**src/rtl/pef_pkg.sv**
```systemverilog
// package for the port e / port f pin logic block
package pef_pkg;

  // ---------------------------------------------------------------
  // register offsets (plain register port, byte addresses)
  // ---------------------------------------------------------------
  localparam logic [3:0] ADDR_DIR_E     = 4'h0;
  localparam logic [3:0] ADDR_PINS_E    = 4'h1;
  localparam logic [3:0] ADDR_LAT_E     = 4'h2;
  localparam logic [3:0] ADDR_MEM_CTL   = 4'h3;
  localparam logic [3:0] ADDR_SLV_CTL   = 4'h4;
  localparam logic [3:0] ADDR_DIR_F     = 4'h5;
  localparam logic [3:0] ADDR_PINS_F    = 4'h6;
  localparam logic [3:0] ADDR_LAT_F     = 4'h7;
  localparam logic [3:0] ADDR_ANA_CFG   = 4'h8;
  localparam logic [3:0] ADDR_CMP_CTL   = 4'h9;
  localparam logic [3:0] ADDR_CVR_CTL   = 4'hA;
  localparam logic [3:0] ADDR_MODE_CTL  = 4'hB;

  // ---------------------------------------------------------------
  // field positions
  // ---------------------------------------------------------------
  localparam int EXT_BUS_OFF_BIT   = 7;  // memory_bus_control
  localparam int SLAVE_PORT_ON_BIT = 4;  // slave_port_control
  localparam int CVR_OE_BIT        = 6;  // comparator_ref_control
  localparam int MODE_MCU_BIT      = 0;  // mode: microcontroller mode
  localparam int MODE_CCP_ALT_BIT  = 1;  // mode: bit 7 as capture_compare_two
  localparam int MODE_SS_BIT       = 2;  // mode: f bit 7 slave select
  localparam int MODE_C1OE_BIT     = 3;  // mode: drive cmp1 on f bit 2
  localparam int MODE_C2OE_BIT     = 4;  // mode: drive cmp2 on f bit 1
  localparam int RD_BIT            = 0;
  localparam int WR_BIT            = 1;
  localparam int CS_BIT            = 2;
  localparam int CMP_MODE_W        = 3;

  // ---------------------------------------------------------------
  // reset values and decode constants
  // ---------------------------------------------------------------
  localparam logic [7:0] RST_DIR        = 8'hFF;
  localparam logic [7:0] RST_ZERO       = 8'h00;
  localparam logic [7:0] RST_MEM_CTL    = 8'h00;
  localparam logic [2:0] CMP_OFF_MODE   = 3'h7;
  localparam logic [3:0] ANA_ALL_DIGITAL= 4'hF;
  localparam logic [7:0] MEM_CTL_MASK   = 8'hB3;
  localparam logic [7:0] SLV_CTL_MASK   = 8'h10;
  localparam logic [7:0] ANA_CFG_MASK   = 8'h3F;
  localparam logic [7:0] MODE_MASK      = 8'h1F;

  // ---------------------------------------------------------------
  // carriers
  // ---------------------------------------------------------------
  typedef struct packed {
    logic [7:0] out;
    logic [7:0] oe;
  } pef_pin_drive_type;

  typedef struct packed {
    logic       rd_pulse;   // parallel slave read of port d
    logic       wr_pulse;   // parallel slave write of port d
    logic       selected;
  } pef_psp_type;

  typedef struct packed {
    logic [7:0] dir_e;
    logic [7:0] lat_e;
    logic [7:0] mem_ctl;
    logic [7:0] slv_ctl;
    logic [7:0] dir_f;
    logic [7:0] lat_f;
    logic [7:0] ana_cfg;
    logic [7:0] cmp_ctl;
    logic [7:0] cvr_ctl;
    logic [7:0] mode;
    logic [7:0] rdata;
    logic [2:0] psp_prev;   // last rd/wr/cs levels
    logic       psp_rd;
    logic       psp_wr;
  } pef_state_type;

endpackage

```
**src/rtl/pef_port_ef.sv**
```systemverilog
// port e / port f pin logic with register port
//
// Local design decisions: the plain strobed port and the address map.
`timescale 1ns/1ps

module pef_port_ef
  import pef_pkg::*;
(
  input  wire logic                       clk_i,
  input  wire logic                       reset_n_i,
  input  wire logic                       clk_en_i,
  // register port
  input  wire logic [3:0]                 reg_addr_i,
  input  wire logic [7:0]                 reg_wdata_i,
  input  wire logic                       reg_wr_i,
  input  wire logic                       reg_rd_i,
  output logic      [7:0]                 reg_rdata_o,
  // port e pins
  input  wire logic [7:0]                 pin_e_i,
  output logic      [7:0]                 pin_e_o,
  output logic      [7:0]                 pin_e_oe_o,
  output logic      [7:0]                 pin_e_ttl_o,
  // port f pins
  input  wire logic [7:0]                 pin_f_i,
  output logic      [7:0]                 pin_f_o,
  output logic      [7:0]                 pin_f_oe_o,
  output logic      [7:0]                 pin_f_ttl_o,
  // external bus high byte
  input  wire logic [7:0]                 ext_ad_hi_i,
  input  wire logic                       ext_ad_oe_i,
  output logic      [7:0]                 ext_ad_hi_o,
  // capture/compare two
  input  wire logic                       capture_compare_two_out_i,
  input  wire logic                       capture_compare_two_oe_i,
  output logic                            capture_compare_two_in_o,
  // comparators and reference
  input  wire logic                       comparator_one_result_i,
  input  wire logic                       comparator_two_result_i,
  input  wire logic                       comparator_ref_output_i,
  output logic                            serial_slave_select_o,
  // parallel slave port strobes
  output pef_pkg::pef_psp_type            psp_o,
  output logic                            f_digital_o
);
  import pef_pkg::*;

  pef_state_type st_ff;
  pef_state_type nxt_st;

  // ---------------------------------------------------------------
  // mode decode
  // ---------------------------------------------------------------
  logic ext_bus_on;
  logic slave_on;
  logic f_digital;
  logic ccp_on;
  logic c1_on;
  logic c2_on;
  logic cvr_on;
  logic ss_on;

  // bus owns port e unless disabled by software
  assign ext_bus_on = ~st_ff.mem_ctl[EXT_BUS_OFF_BIT]
                      & ~st_ff.mode[MODE_MCU_BIT];
  assign slave_on   = st_ff.slv_ctl[SLAVE_PORT_ON_BIT];
  // digital f only with comparators off and pins digital
  assign f_digital  = (st_ff.cmp_ctl[CMP_MODE_W-1:0] == CMP_OFF_MODE)
                      & (st_ff.ana_cfg[3:0] == ANA_ALL_DIGITAL);
  assign ccp_on     = st_ff.mode[MODE_MCU_BIT]
                      & st_ff.mode[MODE_CCP_ALT_BIT];
  assign c1_on      = st_ff.mode[MODE_C1OE_BIT];
  assign c2_on      = st_ff.mode[MODE_C2OE_BIT];
  assign cvr_on     = st_ff.cvr_ctl[CVR_OE_BIT];
  assign ss_on      = st_ff.mode[MODE_SS_BIT];

  // ---------------------------------------------------------------
  // pin drive
  // ---------------------------------------------------------------
  function automatic pef_pin_drive_type io_drive(
    input logic [7:0] lat,
    input logic [7:0] dir
  );
    pef_pin_drive_type d;
    d.out = lat;
    d.oe  = ~dir;
    return d;
  endfunction

  pef_pin_drive_type drv_e;
  pef_pin_drive_type drv_f;

  // port e: io, bus, capture_compare_two and slave strobe overrides
  always_comb begin
    drv_e = io_drive(st_ff.lat_e, st_ff.dir_e);
    if (ext_bus_on) begin
      drv_e.out = ext_ad_hi_i;
      drv_e.oe  = {8{ext_ad_oe_i}};
    end else begin
      if (slave_on) begin
        drv_e.oe[CS_BIT:RD_BIT] = 3'h0;
      end
      if (ccp_on) begin
        drv_e.out[7] = capture_compare_two_out_i;
        drv_e.oe[7]  = capture_compare_two_oe_i;
      end
    end
  end

  // port f: io plus comparator and reference outputs
  always_comb begin
    drv_f = io_drive(st_ff.lat_f, st_ff.dir_f);
    if (!f_digital) begin
      drv_f.oe[6:0] = 7'h00;
    end
    if (c2_on) begin
      drv_f.out[1] = comparator_two_result_i;
      drv_f.oe[1]  = 1'b1;
    end
    if (c1_on) begin
      drv_f.out[2] = comparator_one_result_i;
      drv_f.oe[2]  = 1'b1;
    end
    if (cvr_on) begin
      drv_f.out[5] = comparator_ref_output_i;
      drv_f.oe[5]  = 1'b1;
    end
    if (ss_on) begin
      drv_f.oe[7] = 1'b0;
    end
  end

  assign pin_e_o    = drv_e.out;
  assign pin_e_oe_o = drv_e.oe;
  assign pin_f_o    = drv_f.out;
  assign pin_f_oe_o = drv_f.oe;

  // buffer type select: ttl in bus, slave strobe or f bit 7 slave select use
  assign pin_e_ttl_o = ext_bus_on ? 8'hFF
                     : (slave_on ? 8'h07 : 8'h00);
  assign pin_f_ttl_o = {ss_on, 7'h00};

  // pin read paths; analog pins read zero
  logic [7:0] f_read;
  assign f_read = f_digital ? pin_f_i
                            : {pin_f_i[7], 7'h00};
  assign ext_ad_hi_o               = pin_e_i;
  assign capture_compare_two_in_o  = ccp_on & pin_e_i[7];
  assign serial_slave_select_o     = ss_on ? pin_f_i[7] : 1'b1;
  assign f_digital_o               = f_digital;

  // ---------------------------------------------------------------
  // parallel slave strobes
  // ---------------------------------------------------------------
  logic psp_sel;
  logic psp_rd_lvl;
  logic psp_wr_lvl;
  assign psp_sel    = slave_on & ~ext_bus_on
                      & ~pin_e_i[CS_BIT];
  assign psp_rd_lvl = psp_sel & ~pin_e_i[RD_BIT];
  assign psp_wr_lvl = psp_sel & ~pin_e_i[WR_BIT];

  assign psp_o.selected = psp_sel;
  assign psp_o.rd_pulse = st_ff.psp_rd;
  assign psp_o.wr_pulse = st_ff.psp_wr;
  assign reg_rdata_o    = st_ff.rdata;

  // ---------------------------------------------------------------
  // register read mux
  // ---------------------------------------------------------------
  function automatic logic [7:0] read_mux(
    input pef_state_type s,
    input logic [3:0]    a,
    input logic [7:0]    pe,
    input logic [7:0]    pf
  );
    logic [7:0] r;
    r = 8'h00;
    case (a)
      ADDR_DIR_E:    r = s.dir_e;
      ADDR_PINS_E:   r = pe;
      ADDR_LAT_E:    r = s.lat_e;
      ADDR_MEM_CTL:  r = s.mem_ctl & MEM_CTL_MASK;
      ADDR_SLV_CTL:  r = s.slv_ctl & SLV_CTL_MASK;
      ADDR_DIR_F:    r = s.dir_f;
      ADDR_PINS_F:   r = pf;
      ADDR_LAT_F:    r = s.lat_f;
      ADDR_ANA_CFG:  r = s.ana_cfg & ANA_CFG_MASK;
      ADDR_CMP_CTL:  r = s.cmp_ctl;
      ADDR_CVR_CTL:  r = s.cvr_ctl;
      ADDR_MODE_CTL: r = s.mode & MODE_MASK;
      default:       r = 8'h00;
    endcase
    return r;
  endfunction

  // ---------------------------------------------------------------
  // next state
  // ---------------------------------------------------------------
  always_comb begin
    nxt_st = st_ff;
    // strobe pulses on falling edge of selected rd/wr
    nxt_st.psp_prev = {psp_sel, psp_wr_lvl, psp_rd_lvl};
    nxt_st.psp_rd   = psp_rd_lvl & ~st_ff.psp_prev[0];
    nxt_st.psp_wr   = psp_wr_lvl & ~st_ff.psp_prev[1];
    nxt_st.rdata    = reg_rd_i
                      ? read_mux(st_ff, reg_addr_i, pin_e_i, f_read)
                      : 8'h00;
    if (reg_wr_i) begin
      case (reg_addr_i)
        ADDR_DIR_E:    nxt_st.dir_e   = reg_wdata_i;
        ADDR_PINS_E,
        ADDR_LAT_E:    nxt_st.lat_e   = reg_wdata_i;
        ADDR_MEM_CTL:  nxt_st.mem_ctl = reg_wdata_i & MEM_CTL_MASK;
        ADDR_SLV_CTL:  nxt_st.slv_ctl = reg_wdata_i & SLV_CTL_MASK;
        ADDR_DIR_F:    nxt_st.dir_f   = reg_wdata_i;
        ADDR_PINS_F,
        ADDR_LAT_F:    nxt_st.lat_f   = reg_wdata_i;
        ADDR_ANA_CFG:  nxt_st.ana_cfg = reg_wdata_i & ANA_CFG_MASK;
        ADDR_CMP_CTL:  nxt_st.cmp_ctl = reg_wdata_i;
        ADDR_CVR_CTL:  nxt_st.cvr_ctl = reg_wdata_i;
        ADDR_MODE_CTL: nxt_st.mode    = reg_wdata_i & MODE_MASK;
        default:       nxt_st.mode    = st_ff.mode;
      endcase
    end
  end

  // ---------------------------------------------------------------
  // state register, frozen while clock enable low
  // ---------------------------------------------------------------
  always_ff @(posedge clk_i or negedge reset_n_i) begin
    if (!reset_n_i) begin
      st_ff.dir_e    <= RST_DIR;
      st_ff.lat_e    <= RST_ZERO;
      st_ff.mem_ctl  <= RST_MEM_CTL;
      st_ff.slv_ctl  <= RST_ZERO;
      st_ff.dir_f    <= RST_DIR;
      st_ff.lat_f    <= RST_ZERO;
      st_ff.ana_cfg  <= RST_ZERO;
      st_ff.cmp_ctl  <= RST_ZERO;
      st_ff.cvr_ctl  <= RST_ZERO;
      st_ff.mode     <= RST_ZERO;
      st_ff.rdata    <= RST_ZERO;
      st_ff.psp_prev <= 3'h0;
      st_ff.psp_rd   <= 1'b0;
      st_ff.psp_wr   <= 1'b0;
    end else if (clk_en_i) begin
      st_ff <= nxt_st;
    end
  end

endmodule

```
**config.mk**
```make
export PLATFORM = sky130hd
export DESIGN_NAME = pef_port_ef
export DESIGN_NICKNAME = d
export VERILOG_FILES = /design/src/rtl/pef_pkg.sv /design/src/rtl/pef_port_ef.sv
export SDC_FILE = /design/constraint.sdc
export NUM_CORES = 1
export LEC_CHECK = 0
export ABC_AREA = 1
export BUFFER_PORTS_ARGS = -buffer_cell sky130_fd_sc_hd__buf_4
export CAP_MARGIN = 20
export CORE_MARGIN = 1
export CORE_UTILIZATION = 40
export DETAILED_ROUTE_END_ITERATION = 12
export SLEW_MARGIN = 40
export SYNTH_ARGS = -nofsm -noshare
export SYNTH_HDL_FRONTEND = slang
export SYNTH_SLANG_ARGS = --single-unit
```
**constraint.sdc**
```tcl
create_clock -name clk_i -period 2.2 [get_ports clk_i]
set_input_delay 0.33 -clock clk_i [delete_from_list [all_inputs] [get_ports clk_i]]
set_output_delay 0.33 -clock clk_i [all_outputs]
set_load 0.01 [all_outputs]
```
==> results.md <==
* Worst hold slack at roughly 0.27 ns
* Mapped Cells at roughly 570
* Initial Util at 0.416
* Yosys top cell area share at 0.352
* Largest net degree at the start of global routing at 40
* Ant diodes at 0
* Row Count at 37
* Die ar. at 0.0112 mm²
* WL per Instance at 16.3 µm
* Reg2reg path depth at 8
* Shortest period the worst path allows at 1.94 ns
* Core Area at 0.0104 mm²
* H-tree Lvls at 3
* Main synth FF type: dfrtp_1
* Placed cells at 778
* Tot GR Track Use at 0.244
* Top cells by area, synth: dfrtp_1, nand2_1, dfstp_2
* Drt pass-1 iters at 5
* Layout cells sized above 1 at 0.273
* RD Place Congestion at about 0.90
* Hpwl dp at 9770 µm
* Unrepaired setup endpoints after global routing: false
* Io pins at between 100 and 150
* Synth area leader: dfrtp_1
* Antenna violations before repair at 0
* Total number of vias at 3983
* Iter 0 DRT Violations at 229
* Slew Limit Headroom at 0.571
* Max Cap Viol at 0
* FF+latch area at just under 0.002 mm²
* CTS Buf Count at 9
* Multi-input logic area at 0.00190 mm²
* First-pass GRT wire length at 20600 µm
* Vias per cell at 5.01
* Drt total wl at 13000 µm
* Clk_lat worst skew at between 0.3 and 0.4 ns
* Fin crit share at 0.883
* CTS tree: yes
* CP arrival at 1.61 ns
* CP required at 1.87 ns
* Sinks on Clock Net at 77
* R2R setup slack at 0.81 ns
* Post-synth EDFFs at 0
* Yosys reg bits at 77
* Post-Syn Area at 0.00433 mm²
* Mapped Avg Cell Area at 7.55 µm²
* Status: completed
* Critical path class: register to primary output
* Skew final at 0.0107 ns
* Ys async rst share at 1.00
* Buffers on Ports at 109
* Vert. Die Dim at 106 µm
* Top cells by count, synth: nand2_1, dfrtp_1, o21ai_0, nor2_1, buf_4
* Number of global-route vias before repair at 3811
* Startpoint types: register
* Slew @ Worst Pin at 0.644 ns
* VDD IR-drop max at between 0.3 and 0.4 mV
* Max Fclk at 0.515 GHz
* Layout Nets at between 700 and 800
* Clk root buf: clkbuf_8
* # DRC at 0
* Yosys Warn Count at 0
* Count leader, synth: nand2_1
* Leakage at 0.00274 µW
* Clock transition at path regs at approximately 0.080 ns
* Setup TNS at 0 ns
* Non-Filler Instances at 795
* CP endpoint kind: primary output
* Hold WC Path Type: input port to register
* Die width at 106 µm
* Final Hold Fails at 0
* Maximum root-to-sink buffer count at 2
* Fillers at 1065
* ANT nets after route at 0
* GR Overflow Total at 0
* Area grow syn2layout at 20.3%
* Hold Path Stages at 3
* Register area share after synthesis at 0.449
* Slew Limit Fails at 0
* Final setup fails at 0
* Pwr/cell area at 781 mW/mm²
* Synth cell types at 26
* CP max FO at 21
## layer usage
| metal | global-route usage | vias to the layer above | wire length (µm) |
|---|---|---|---|
| met4 | 0.0685 | 0 | 218 |
| met2 | 0.400 | 119 | 6220 |
| met5 | 0 | - | 0 |
| met1 | 0.336 | 1918 | 6020 |
| li1 | - | 1929 | - |
| met3 | 0.0362 | 17 | 546 |
## through the flow
stage          power [µW]  worst slack [ns]  utilization  area [µm²]
2_1_floorplan        2530             0.601            -        4350
3_3_place_gp         2990             0.457        0.480        5000
3_5_place_dp         3020             0.401        0.480        5000
4_1_cts              4100             0.126        0.500        5210
5_1_grt              4300            0.0609        0.500        5210
6_report             4070             0.258        0.500        5210
## power by group
group | leakage (µW) | internal [µW] | total (µW) | switching [µW]
combinational | 0.00168 | 482 | 1070 | 590
sequential | 0.000964 | 1700 | 1920 | 217
clock | 0.000101 | 535 | 1080 | 549
total | 0.00274 | 2720 | 4070 | 1360
## worst max-delay path, cell delays in order (launching register included)
cell and delay, ns:
dfrtp_1 0.41, nor2_1 0.15, buf_4 0.25, nand2_1 0.18, o21ai_0 0.13, buf_4 0.15
## sequential cells by signal, summed over array words and instances (netlist names), 2 cells and up
name	cells
pin_f_o	5
st_ff	57
reg_rdata_o	8
psp_o	2
## worst paths after layout
kind	startpoint	to
max in group asynchronous	reset_n_i	st_ff[91]$_DFFE_PN1P_
hold / removal	clk_en_i	st_ff[3]$_DFFE_PN0P_
min in group asynchronous	reset_n_i	st_ff[2]$_DFFE_PN0P_
hold reg to reg	st_ff[3]$_DFFE_PN0P_	psp_o[1]$_DFFE_PN0P_
setup / recovery	st_ff[13]$_DFFE_PN0P_	pin_e_oe_o[3]
setup reg to reg	st_ff[29]$_DFFE_PN0P_	reg_rdata_o[5]$_DFFE_PN0P_
## kinds of logic (layout without fill, tap and decap cells)
| logic type | count (synthesis) | in the layout | synth area share |
|---|---|---|---|
| flops | 77 | 77 | 0.449 |
| buf+inv | 85 | 164 | 0.117 |
| simple gates | 326 | 326 | 0.325 |
| compound gates | 85 | 85 | 0.108 |
| other cells | 1 | 7 | 0.000866 |
## cells in the final DEF, fill, tap and decap left out, types with 2 or more instances in the layout
| cell type | instances |
|---|---|
| inv_2 | 5 |
| clkbuf_8 | 9 |
| nor3_1 | 2 |
| buf_4 | 111 |
| conb_1 | 7 |
| nand2_2 | 5 |
| o21ai_0 | 48 |
| nand3b_1 | 2 |
| nor2_1 | 44 |
| clkinv_4 | 2 |
| o21ai_2 | 7 |
| dfstp_2 | 16 |
| dfrtp_1 | 61 |
| o21ai_1 | 27 |
| nand3_1 | 24 |
| nand2_1 | 229 |
| inv_6 | 2 |
| inv_1 | 30 |
| nor2_4 | 9 |
| nor2_2 | 2 |
| nand2_4 | 7 |
## layout make-up
cell class                      instances  share of cell area
Clock buffer                           10              0.0245
Clock inverter                          6              0.0134
Timing Repair Buffer                  113               0.166
Multi-Input combinational cell        418               0.365
Inverter                               35              0.0252
Tap cell                              136              0.0326
Sequential cell                        77               0.374
## what timing repair did
item / CTS / global route
setup endpoints to repair: 0 / 3
resized for setup: 0 / 1
hold buffers: 1 / 0
hold endpoints to repair: 30 / 0
setup buffers: 0 / 0
No activity file was read; power rests on OpenSTA's default activity.
